### src/serial_handshake_pkg.sv
`default_nettype none
package serial_handshake_pkg;
    // Register byte offsets on APB
    localparam logic [7:0] ADDR_CONTROL = 8'h00;
    localparam logic [7:0] ADDR_STATUS  = 8'h04;
    localparam logic [7:0] ADDR_IRQ_STS = 8'h08;
    localparam logic [7:0] ADDR_IRQ_MSK = 8'h0C;
    localparam logic [7:0] ADDR_TX_BASE = 8'h40;
    localparam logic [7:0] ADDR_RX_BASE = 8'h80;
    // Control and status word field positions
    localparam int BIT_TOGGLE_A = 0;
    localparam int BIT_TOGGLE_B = 1;
    localparam int BIT_REINIT   = 2;
    localparam int BIT_FULL     = 3;
    localparam int LEN_LSB      = 4;
    localparam int LEN_W        = 12;
    // Data array depth in bytes and FIFO depth
    localparam int ARRAY_BYTES  = 16;
    localparam int ARRAY_AW     = 4;
    localparam int FIFO_DEPTH   = 16;
    localparam int FIFO_AW      = 4;
    // Interrupt status bits
    localparam int IRQ_TX_DONE  = 0;
    localparam int IRQ_RX_VALID = 1;
    localparam int IRQ_REINIT   = 2;
    localparam int IRQ_FULL     = 3;
    localparam int IRQ_W        = 4;
    // Reinit takes a short fixed settle time
    localparam int REINIT_NS      = 80;
    localparam int CLK_PERIOD_NS  = 10;
    localparam int REINIT_CYCLES  = (REINIT_NS + CLK_PERIOD_NS - 1) / CLK_PERIOD_NS;
    // Transmit engine states
    typedef enum logic [1:0] {TX_IDLE, TX_SEND, TX_ACK} tx_state_type;
    // Reinit sequencer states
    typedef enum logic [1:0] {RI_RUN, RI_CLEAR, RI_DONE} ri_state_type;
endpackage
`default_nettype wire

### src/serial_handshake.sv
// Operation
// RL1: Control word: toggles, reinit, tx length
// RL2: Status word: toggles, done, full, rx length
// RL3: Tx toggle change sends tx_length bytes
// RL4: Invert tx_done_toggle once bytes taken
// RL5: Controller waits tx_done_toggle before retoggling
// RL6: Load rx array, length, invert rx_valid_toggle
// RL7: Controller inverts rx_ack_toggle after reading
// RL8: No new rx copy before acknowledge
// RL9: Reinit rising edge blocks, clears buffers
// RL10: Set reinit_done when reinit finished
// RL11: Controller drops request after reinit_done
// RL12: Clear reinit_done when request withdrawn
// RL13: Full flag set, bytes dropped while full
// RL14: Compare copies each clock, reset on reinit
// RL15: Ignore toggles while reinit requested
`default_nettype none
module serial_handshake (
    input  wire logic        clk_sys,
    input  wire logic        reset,
    input  wire logic        clk_en,
    input  wire logic        psel,
    input  wire logic        penable,
    input  wire logic        pwrite,
    input  wire logic [7:0]  paddr,
    input  wire logic [31:0] pwdata,
    output logic      [31:0] prdata,
    output logic             pready,
    output logic             pslverr,
    output logic             irq,
    output logic      [7:0]  tx_byte,
    output logic             tx_valid,
    input  wire logic        tx_ready,
    input  wire logic [7:0]  rx_byte,
    input  wire logic        rx_valid
);
    // Register state
    logic [15:0] serial_control_word, next_serial_control_word;
    logic [7:0]  tx_bytes [serial_handshake_pkg::ARRAY_BYTES];  // Transmit data array
    logic [7:0]  rx_bytes [serial_handshake_pkg::ARRAY_BYTES];  // Receive data array
    logic [serial_handshake_pkg::IRQ_W-1:0] irq_status, next_irq_status;
    logic [serial_handshake_pkg::IRQ_W-1:0] irq_mask, next_irq_mask;
    // Handshake state
    logic        tx_toggle_seen, next_tx_toggle_seen;   // Stored copy of control bit 0
    logic        ack_seen, next_ack_seen;               // Stored copy of control bit 1
    logic        reinit_seen, next_reinit_seen;         // Previous reinit request
    logic        tx_done_toggle, next_tx_done_toggle;
    logic        rx_valid_toggle, next_rx_valid_toggle;
    logic        rx_owned, next_rx_owned;               // Array handed to controller
    logic        reinit_done, next_reinit_done;
    logic [11:0] rx_length, next_rx_length;
    // Transmit engine
    serial_handshake_pkg::tx_state_type tx_state, next_tx_state;
    logic [11:0] tx_count, next_tx_count, tx_total, next_tx_total;
    // Reinit sequencer
    serial_handshake_pkg::ri_state_type ri_state, next_ri_state;
    logic [3:0]  ri_count, next_ri_count;
    // Receive FIFO
    logic [7:0]  fifo_mem [serial_handshake_pkg::FIFO_DEPTH];
    logic [4:0]  wr_ptr, next_wr_ptr, rd_ptr, next_rd_ptr;
    logic        fifo_full, fifo_empty, fifo_push, fifo_pop;
    logic [7:0]  fifo_head;

    // Word index of an array address, shared by both arrays
    function automatic logic [3:0] word_index(input logic [7:0] a);
        word_index = a[5:2];
    endfunction

    logic        bus_wr, bus_rd, tx_hit, rx_hit;
    logic [3:0]  widx;
    logic [31:0] next_prdata;  // Read data picked in the setup cycle
    logic        reinit_req, tx_event, ack_event, blocked;
    assign widx   = word_index(paddr);
    assign bus_wr = psel && penable && pwrite && clk_en;
    assign bus_rd = psel && !penable && !pwrite;
    assign tx_hit = (paddr[7:6] == serial_handshake_pkg::ADDR_TX_BASE[7:6]);
    assign rx_hit = (paddr[7:6] == serial_handshake_pkg::ADDR_RX_BASE[7:6]);
    // Zero wait states; stalls while clock enable is low
    assign pready  = clk_en;
    assign pslverr = 1'b0;

    // RL1 control fields
    assign reinit_req = serial_control_word[serial_handshake_pkg::BIT_REINIT];
    // RL14 compare with copies
    assign tx_event  = serial_control_word[serial_handshake_pkg::BIT_TOGGLE_A] != tx_toggle_seen;
    assign ack_event = serial_control_word[serial_handshake_pkg::BIT_TOGGLE_B] != ack_seen;
    // RL9 block exchange
    assign blocked = reinit_req || (ri_state != serial_handshake_pkg::RI_RUN);

    // FIFO flags; pointers carry one wrap bit for honest full
    assign fifo_empty = (wr_ptr == rd_ptr);
    assign fifo_full  = (wr_ptr[3:0] == rd_ptr[3:0]) && (wr_ptr[4] != rd_ptr[4]);
    // RL13 drop while full
    assign fifo_push  = rx_valid && !fifo_full && !blocked;
    assign fifo_head  = fifo_mem[rd_ptr[3:0]];

    // Read mux, taken in setup so read data leave a flip-flop with no wait state
    always_comb
    begin
        next_prdata = 32'h0000_0000;
        if (bus_rd)
        begin
            if (paddr == serial_handshake_pkg::ADDR_CONTROL)
                next_prdata = {16'h0000, serial_control_word};
            // RL2 status layout
            else if (paddr == serial_handshake_pkg::ADDR_STATUS)
                next_prdata = {16'h0000, rx_length, fifo_full, reinit_done,
                               rx_valid_toggle, tx_done_toggle};
            else if (paddr == serial_handshake_pkg::ADDR_IRQ_STS)
                next_prdata = {28'h0000000, irq_status};
            else if (paddr == serial_handshake_pkg::ADDR_IRQ_MSK)
                next_prdata = {28'h0000000, irq_mask};
            else if (tx_hit)
                next_prdata = {24'h000000, tx_bytes[widx]};
            else if (rx_hit)
                next_prdata = {24'h000000, rx_bytes[widx]};
        end
    end

    // Level interrupt from unmasked sticky bits
    assign irq = |(irq_status & irq_mask);

    // Control, handshake and sequencing next values
    always_comb
    begin
        next_serial_control_word = serial_control_word;
        next_irq_mask        = irq_mask;
        next_irq_status      = irq_status;
        next_tx_toggle_seen  = tx_toggle_seen;
        next_ack_seen        = ack_seen;
        next_reinit_seen     = reinit_req;
        next_tx_done_toggle  = tx_done_toggle;
        next_rx_valid_toggle = rx_valid_toggle;
        next_rx_owned        = rx_owned;
        next_reinit_done     = reinit_done;
        next_rx_length       = rx_length;
        next_tx_state        = tx_state;
        next_tx_count        = tx_count;
        next_tx_total        = tx_total;
        next_ri_state        = ri_state;
        next_ri_count        = ri_count;
        next_rd_ptr          = rd_ptr;
        next_wr_ptr          = fifo_push ? wr_ptr + 5'd1 : wr_ptr;
        fifo_pop             = 1'b0;
        // Software writes to control and mask
        if (bus_wr && paddr == serial_handshake_pkg::ADDR_CONTROL)
            next_serial_control_word = pwdata[15:0];
        if (bus_wr && paddr == serial_handshake_pkg::ADDR_IRQ_MSK)
            next_irq_mask = pwdata[serial_handshake_pkg::IRQ_W-1:0];
        // Write one to clear; events below win over the clear
        if (bus_wr && paddr == serial_handshake_pkg::ADDR_IRQ_STS)
            next_irq_status = irq_status & ~pwdata[serial_handshake_pkg::IRQ_W-1:0];
        if (fifo_full)
            next_irq_status[serial_handshake_pkg::IRQ_FULL] = 1'b1;
        // RL15 toggles ignored
        if (!blocked)
        begin
            // Transmit engine
            case (tx_state)
                serial_handshake_pkg::TX_IDLE:
                begin
                    // RL3 start on toggle
                    if (tx_event)
                    begin
                        next_tx_toggle_seen = ~tx_toggle_seen;
                        next_tx_count = 12'h000;
                        next_tx_total = serial_control_word[15:4];
                        next_tx_state = (serial_control_word[15:4] == 12'h000) ?
                            serial_handshake_pkg::TX_ACK : serial_handshake_pkg::TX_SEND;
                    end
                end
                serial_handshake_pkg::TX_SEND:
                begin
                    if (tx_ready)
                    begin
                        next_tx_count = tx_count + 12'h001;
                        if (tx_count + 12'h001 >= tx_total)
                            next_tx_state = serial_handshake_pkg::TX_ACK;
                    end
                end
                serial_handshake_pkg::TX_ACK:
                begin
                    // RL4 acknowledge transmit
                    next_tx_done_toggle = ~tx_done_toggle;
                    next_irq_status[serial_handshake_pkg::IRQ_TX_DONE] = 1'b1;
                    next_tx_state = serial_handshake_pkg::TX_IDLE;
                end
                default:
                    next_tx_state = serial_handshake_pkg::TX_IDLE;
            endcase
            // RL8 release after acknowledge
            if (ack_event)
            begin
                next_ack_seen = ~ack_seen;
                next_rx_owned = 1'b0;
            end
            // RL6 hand over received bytes
            else if (!rx_owned && !fifo_empty)
            begin
                next_rx_length = {7'h00, 5'(wr_ptr - rd_ptr)};
                next_rd_ptr = wr_ptr;
                fifo_pop = 1'b1;
                next_rx_valid_toggle = ~rx_valid_toggle;
                next_rx_owned = 1'b1;
                next_irq_status[serial_handshake_pkg::IRQ_RX_VALID] = 1'b1;
            end
        end
        // Reinit sequencer
        case (ri_state)
            serial_handshake_pkg::RI_RUN:
            begin
                // RL9 rising edge
                if (reinit_req && !reinit_seen)
                begin
                    next_ri_state = serial_handshake_pkg::RI_CLEAR;
                    next_ri_count = 4'h0;
                end
            end
            serial_handshake_pkg::RI_CLEAR:
            begin
                // RL14 reset copies and toggles
                next_tx_toggle_seen  = 1'b0;
                next_ack_seen        = 1'b0;
                next_tx_done_toggle  = 1'b0;
                next_rx_valid_toggle = 1'b0;
                next_rx_owned        = 1'b0;
                next_rx_length       = 12'h000;
                next_tx_state        = serial_handshake_pkg::TX_IDLE;
                next_wr_ptr          = 5'd0;
                next_rd_ptr          = 5'd0;
                next_ri_count        = ri_count + 4'h1;
                if (ri_count == 4'(serial_handshake_pkg::REINIT_CYCLES - 1))
                begin
                    // RL10 report completion
                    next_reinit_done = 1'b1;
                    next_irq_status[serial_handshake_pkg::IRQ_REINIT] = 1'b1;
                    next_ri_state = serial_handshake_pkg::RI_DONE;
                end
            end
            serial_handshake_pkg::RI_DONE:
            begin
                // RL12 resume on withdraw
                if (!reinit_req)
                begin
                    next_reinit_done = 1'b0;
                    next_ri_state = serial_handshake_pkg::RI_RUN;
                    // Controller bits are the new reference after reinit
                    next_tx_toggle_seen = serial_control_word[serial_handshake_pkg::BIT_TOGGLE_A];
                    next_ack_seen = serial_control_word[serial_handshake_pkg::BIT_TOGGLE_B];
                end
            end
            default:
                next_ri_state = serial_handshake_pkg::RI_RUN;
        endcase
    end

    // Transmit byte output is registered from the array
    always_ff @(posedge clk_sys or posedge reset)
    begin
        if (reset)
        begin
            tx_byte  <= 8'h00;
            tx_valid <= 1'b0;
        end
        else if (clk_en)
        begin
            tx_valid <= (next_tx_state == serial_handshake_pkg::TX_SEND);
            tx_byte  <= tx_bytes[next_tx_count[3:0]];
        end
    end

    // Arrays: software fills transmit, FIFO drains into receive
    always_ff @(posedge clk_sys)
    begin
        if (clk_en)
        begin
            if (bus_wr && tx_hit)
                tx_bytes[widx] <= pwdata[7:0];
            if (fifo_push)
                fifo_mem[wr_ptr[3:0]] <= rx_byte;
            if (fifo_pop)
            begin
                for (int i = 0; i < serial_handshake_pkg::ARRAY_BYTES; i++)
                    rx_bytes[i] <= fifo_mem[4'(rd_ptr[3:0] + 4'(i))];
            end
        end
    end

    // Register all control state
    always_ff @(posedge clk_sys or posedge reset)
    begin
        if (reset)
        begin
            serial_control_word <= 16'h0000;
            prdata          <= 32'h0000_0000;
            irq_status      <= 4'h0;
            irq_mask        <= 4'h0;
            tx_toggle_seen  <= 1'b0;
            ack_seen        <= 1'b0;
            reinit_seen     <= 1'b0;
            tx_done_toggle  <= 1'b0;
            rx_valid_toggle <= 1'b0;
            rx_owned        <= 1'b0;
            reinit_done     <= 1'b0;
            rx_length       <= 12'h000;
            tx_state        <= serial_handshake_pkg::TX_IDLE;
            tx_count        <= 12'h000;
            tx_total        <= 12'h000;
            ri_state        <= serial_handshake_pkg::RI_RUN;
            ri_count        <= 4'h0;
            wr_ptr          <= 5'd0;
            rd_ptr          <= 5'd0;
        end
        else if (clk_en)
        begin
            serial_control_word <= next_serial_control_word;
            prdata          <= next_prdata;
            irq_status      <= next_irq_status;
            irq_mask        <= next_irq_mask;
            tx_toggle_seen  <= next_tx_toggle_seen;
            ack_seen        <= next_ack_seen;
            reinit_seen     <= next_reinit_seen;
            tx_done_toggle  <= next_tx_done_toggle;
            rx_valid_toggle <= next_rx_valid_toggle;
            rx_owned        <= next_rx_owned;
            reinit_done     <= next_reinit_done;
            rx_length       <= next_rx_length;
            tx_state        <= next_tx_state;
            tx_count        <= next_tx_count;
            tx_total        <= next_tx_total;
            ri_state        <= next_ri_state;
            ri_count        <= next_ri_count;
            wr_ptr          <= next_wr_ptr;
            rd_ptr          <= next_rd_ptr;
        end
    end
endmodule
`default_nettype wire

### config.mk
export PLATFORM = sky130hd
export DESIGN_NAME = serial_handshake
export DESIGN_NICKNAME = d
export VERILOG_FILES = /design/src/serial_handshake_pkg.sv /design/src/serial_handshake.sv
export SDC_FILE = /design/constraint.sdc
export NUM_CORES = 1
export LEC_CHECK = 0
export ABC_AREA = 1
export BUFFER_PORTS_ARGS = -buffer_cell sky130_fd_sc_hd__buf_2
export CAP_MARGIN = 20
export CORE_AREA = 2 2 247 249
export CTS_BUF_LIST = sky130_fd_sc_hd__clkbuf_16
export DETAILED_ROUTE_END_ITERATION = 12
export DIE_AREA = 0 0 249 251
export SETUP_SLACK_MARGIN = 0.4
export SYNTH_ARGS = -nofsm -noshare
export SYNTH_HDL_FRONTEND = slang
export SYNTH_SLANG_ARGS = --single-unit
### constraint.sdc
create_clock -name clk_sys -period 7.09 [get_ports clk_sys]
set_input_delay 1.7725 -clock clk_sys [delete_from_list [all_inputs] [get_ports clk_sys]]
set_output_delay 1.7725 -clock clk_sys [all_outputs]
set_load 0.02 [all_outputs]
Word-level counts from Yosys, hierarchy flattened

Memories as Yosys holds them, arrays and structs flattened. A register that Yosys moved wholly into a read port is not among the register bits.
Index checks and enable logic that the tools add are counted.

Add/sub/neg operators: 19
Magnitude comparators: 1
Equal/unequal tests: 23
Multiplexer cells: 77
Bitwise logic cells: 8
Reductions and logical operators: 48

Operator list:

| operator                | count |
|---|---|
| $mux W12                | 6 |
| $mux W16                | 3 |
| $mux W1                 | 38 |
| $add A4 B4 Y4 const B   | 8 |
| $mux W8                 | 4 |
| $mux W5                 | 6 |
| $pmux W12 S2            | 1 |
| $mux W2                 | 10 |
| $add A4 B3 Y4 const B   | 4 |
| $eq A8 B4 Y1 const B    | 2 |
| $reduce_and A4 Y1       | 4 |
| $reduce_bool A2 Y1      | 8 |
| $logic_and A1 B1 Y1     | 14 |
| $add A12 B1 Y12 const B | 1 |
| $ge A12 B12 Y1          | 1 |
| $logic_not A12 Y1       | 1 |
| $mux W4                 | 3 |
| $ne A2 B2 Y1 const B    | 5 |
| $reduce_and A3 Y1       | 3 |
| $add A4 B1 Y4 const B   | 2 |
| $add A4 B2 Y4 const B   | 2 |
| $and A4 B4 Y4           | 2 |
| $eq A2 B1 Y1 const B    | 4 |
| $eq A8 B3 Y1 const B    | 1 |
| 22 further kinds        | 43 |

Register bits: 118
Memory bits (writable): 384
Logic and storage cells: 201
Memories kept: 3

Memories:

| name     | depth | width | read ports | clocked after memory_dff | write ports | line                   | RTL |
|---|---|---|---|---|---|---|---|
| fifo_mem | 16    | 8     | 16         | 0                        | 1           | serial_handshake.sv:59 | `logic [7:0] fifo_mem [serial_handshake_pkg::FIFO_DEPTH];` |
| rx_bytes | 16    | 8     | 1          | 0                        | 16          | serial_handshake.sv:40 | `logic [7:0] rx_bytes [serial_handshake_pkg::ARRAY_BYTES];` |
| tx_bytes | 16    | 8     | 2          | 1                        | 1           | serial_handshake.sv:39 | `logic [7:0] tx_bytes [serial_handshake_pkg::ARRAY_BYTES];` |

Depth between registers and ports, before layout

Depth in word-level cells: 9
Gate-level depth with buffers: 19

Worst setup path after synthesis

OpenSTA, ideal clock, no wires.

Path kind: input to register
Start: input port clk_en
End: register rx_length[0]
Library setup time: 0.103 ns
Data arrival time: 5.696 ns
Data required time: 6.987 ns
Setup slack: 1.291 ns
Stages: 7
Buffers on the path: 1
Path through: buf_2 > inv_1 > nor3_2 > nand2_1 > inv_1 > nand2_1 > o21ai_0

Cells in the longest elaborated chain, start to end: 1

RTL lines:

| what                               | line                    | RTL |
|---|---|---|
| from (decl)                        | serial_handshake.sv:21  | `input wire logic clk_en,` |
| $reduce_and A4 Y1 (no source line) | n/a                     |  |
| to (signal assigned)               | serial_handshake.sv:327 | `rx_length <= next_rx_length;` |
| to (decl)                          | serial_handshake.sv:51  | `logic [11:0] rx_length, next_rx_length;` |

Every way passes these cells.
A chain may end at the register's enable or synchronous reset.

Final worst setup path

Start: input port clk_en
End: output port pready

RTL lines:

| what      | line                   | RTL |
|---|---|---|
| to (decl) | serial_handshake.sv:28 | `output logic pready,` |

No word-level cell between the ends.

==> results_dict.tcl <==
set metrics [dict create \
    status "finished clean" \
    syn_area_um2 26600 \
    die_y_um 251 \
    synth_common_cells "nand2_1 (1,079), edfxtp_1 (384), o21ai_0 (374), inv_1 (304), nand3_1 (254)" \
    irDropWorstVdd_mv 0.2091 \
    wl_per_cell_um 18.64 \
    r2r_cells 11 \
    numPortBuffers 66 \
    antenna_left 0 \
    start_kind "input pin" \
    ys_async_sr_fraction_pct 21.15 \
    slowest_stage "buf_2" \
    period_needed_ps 4149 \
    clock_sinks 487 \
    seq_area_frac_synth_pct 53.05 \
    grt_max_degree 92 \
    yosysTopAreaCell "edfxtp_1" \
    ios 100 \
    crit_cells 2 \
    syn_inst 3235 \
    criticalPathCategory "input pin to output pin" \
    post-place-cells 3943 \
    die-area_um2 62500 \
    crit_arrival_ps 2380 \
    post-route-cell-area_um2 29030 \
    setup_ws_ps 2941 \
    htree_levels 2 \
    relSlewSlack_pct 30.92 \
    clock.fmax_mhz 241.0 \
    total_power_mw 10.47 \
    track_usage_pct 23.86 \
    synth.most_common_cell "nand2_1" \
    nets 3307 \
    hold_viol_final 0 \
    avgSynthCellArea_um2 8.222 \
    synth.area.top_cells "edfxtp_1 (43%), nand2_1 (15%), dfrtp_1 (9.7%)" \
    synth_top_area_share_pct 43.36 \
    firstDrtPassIters 5 \
    postPlaceCellArea_um2 27390 \
    first_iter_violations 2148 \
    die-width_um 249 \
    yosysWarnings 0 \
    place_ws_ps 2420 \
    cts_made_buffers 54 \
    drive_above_1_share_pct 7.084 \
    clkSlewWorstSetupHoldPaths_ps 60 \
    fp.coreArea_um2 59790 \
    clock_latency_ps 630 \
    tritoncts "built" \
    grt_pass1_wl_mm 116.0 \
    clockBufferDepth 3 \
    end_kind "output pin" \
    crit_path_cell_trace "buf_2 > buf_2" \
    num_rows 90 \
    cp_max_fo 19 \
    area_delta_synth_final_pct 9.131 \
    holdBufCountCts 0 \
    ys.flop_type "edfxtp_1" \
    power_leakage_nw 12.49 \
    drv_cap 0 \
    holdPathStages 2 \
    synthDistinctLibCells 44 \
    worst_hold_path_type "flip-flop to flip-flop" \
    power.density_nw_per_um2 360.9 \
    ctsRootBufferMaster "clkbuf_16" \
    fin_worst_skew_ps 24.54 \
    viasPerCell 5.388 \
    hold_slack_ps 473.3 \
    path_common_cell "buf_2" \
    crit_family "buffers and inverters" \
    grt_pass1_vias 19990 \
    hpwl_mm 52.89 \
    tns_ps 0 \
    utilization_pct 48.54 \
    cp.buffers_inverters 2 \
    ys_ff_latch 487 \
    slowest_delay_ps 350 \
    initial_core_util_pct 44.48 \
    post_cts_buffers 0 \
    gp_congestion 0.9088 \
    drt_drc_violations_left 0 \
    via_count 21780 \
    grt_overflow 0 \
    setup-violations-final 0 \
    antenna_found_initial 3 \
    rsz0062_at_grt "no" \
    cts_resized 0 \
    final_max_slew_viol_count 0 \
    synth_edf_count 384 \
    period_share_pct 58.53 \
    antennaDiodeCount 0 \
    worst_slew_pin_slew_ps 1032 \
    cp.required_ps 5320 \
    instances_no_fill 4043 \
    routed_wl_mm 75.37 \
]
[routing by layer]
layer / wire [um] / vias to the layer above / part of all wire (%) / global-route usage (%)
met4: 2287 / 0 / 3.0 / 7.810
met5: 0 / - / 0 / 0
li1: - / 10740 / - / -
met3: 4579 / 134 / 6.1 / 2.775
met1: 32730 / 10170 / 43 / 32.33
met2: 35770 / 737 / 47 / 40.08
[path summary, 6_finish.rpt]
check / from / endpoint / slack (ps)
setup reg to reg: rd_ptr[2] / fifo_mem[3][0] / 3420
hold reg to reg: prdata[2] / prdata[2] / 470
min in group asynchronous: reset / wr_ptr[0] / 1220
max in group asynchronous: reset / tx_byte[5] / 4700
hold / removal: prdata[2] / prdata[2] / 470
setup / recovery: clk_en / pready / 2940
[sequential cells by signal, indices dropped and copies added, names as in the netlist, 5 cells and up, named ones only]
register / count
fifo_mem: 128
rx_bytes: 128
tx_bytes: 128
prdata: 16
serial_control_word: 16
tx_count: 12
tx_total: 12
tx_byte: 8
rd_ptr: 5
rx_length: 5
wr_ptr: 5
[where the power goes]
group / switching [mW] / total (mW) / internal [mW]
clock network: 1.16 / 2.58 / 1.42
registers: 0.137 / 3.76 / 3.62
logic: 3.00 / 4.14 / 1.14
[logic make-up after synthesis]
family / after synthesis / synth area share [%]
fa+ha+maj: 33 / 1.581
simple gates: 1547 / 23.86
buf+inv: 515 / 8.049
flops: 487 / 53.05
xor+xnor: 18 / 0.6210
compound gates: 633 / 12.80
mux: 1 / 0.03764
other cells: 1 / 0.01410
[final cells by class]
class | instances | area [um^2]
clock buffer | 54 | 1351
clock inverter | 45 | 260.3
fill | 5650 | 30770
inverter | 323 | 1220
multi-input combinational | 2249 | 10460
sequential | 487 | 14110
tap | 782 | 978.4
timing repair buffer | 103 | 640.6
[cell usage in the layout, fill, tap and decap left out, types with 10 or more instances in the layout]
master     Yosys  layout
clkbuf_16      0      54
ha_1          32      32
nand4_1       28      28
buf_4         24      35
clkinv_2       1      12
nand3b_1      17      17
inv_2         18      20
dfrtp_1      103     101
nor2_1       144     140
o21ai_0      374     374
xor2_1        12      11
o21ai_1       47      46
clkinv_1       0      14
conb_1         1      17
nand3_1      254     254
a21oi_1       92      92
nand2_1     1079    1077
a22oi_1       37      37
o31ai_1       10      10
inv_1        304     314
edfxtp_1     384     384
buf_2         57      66
o22ai_1       57      57
Power figures use the tool's default switching activity.
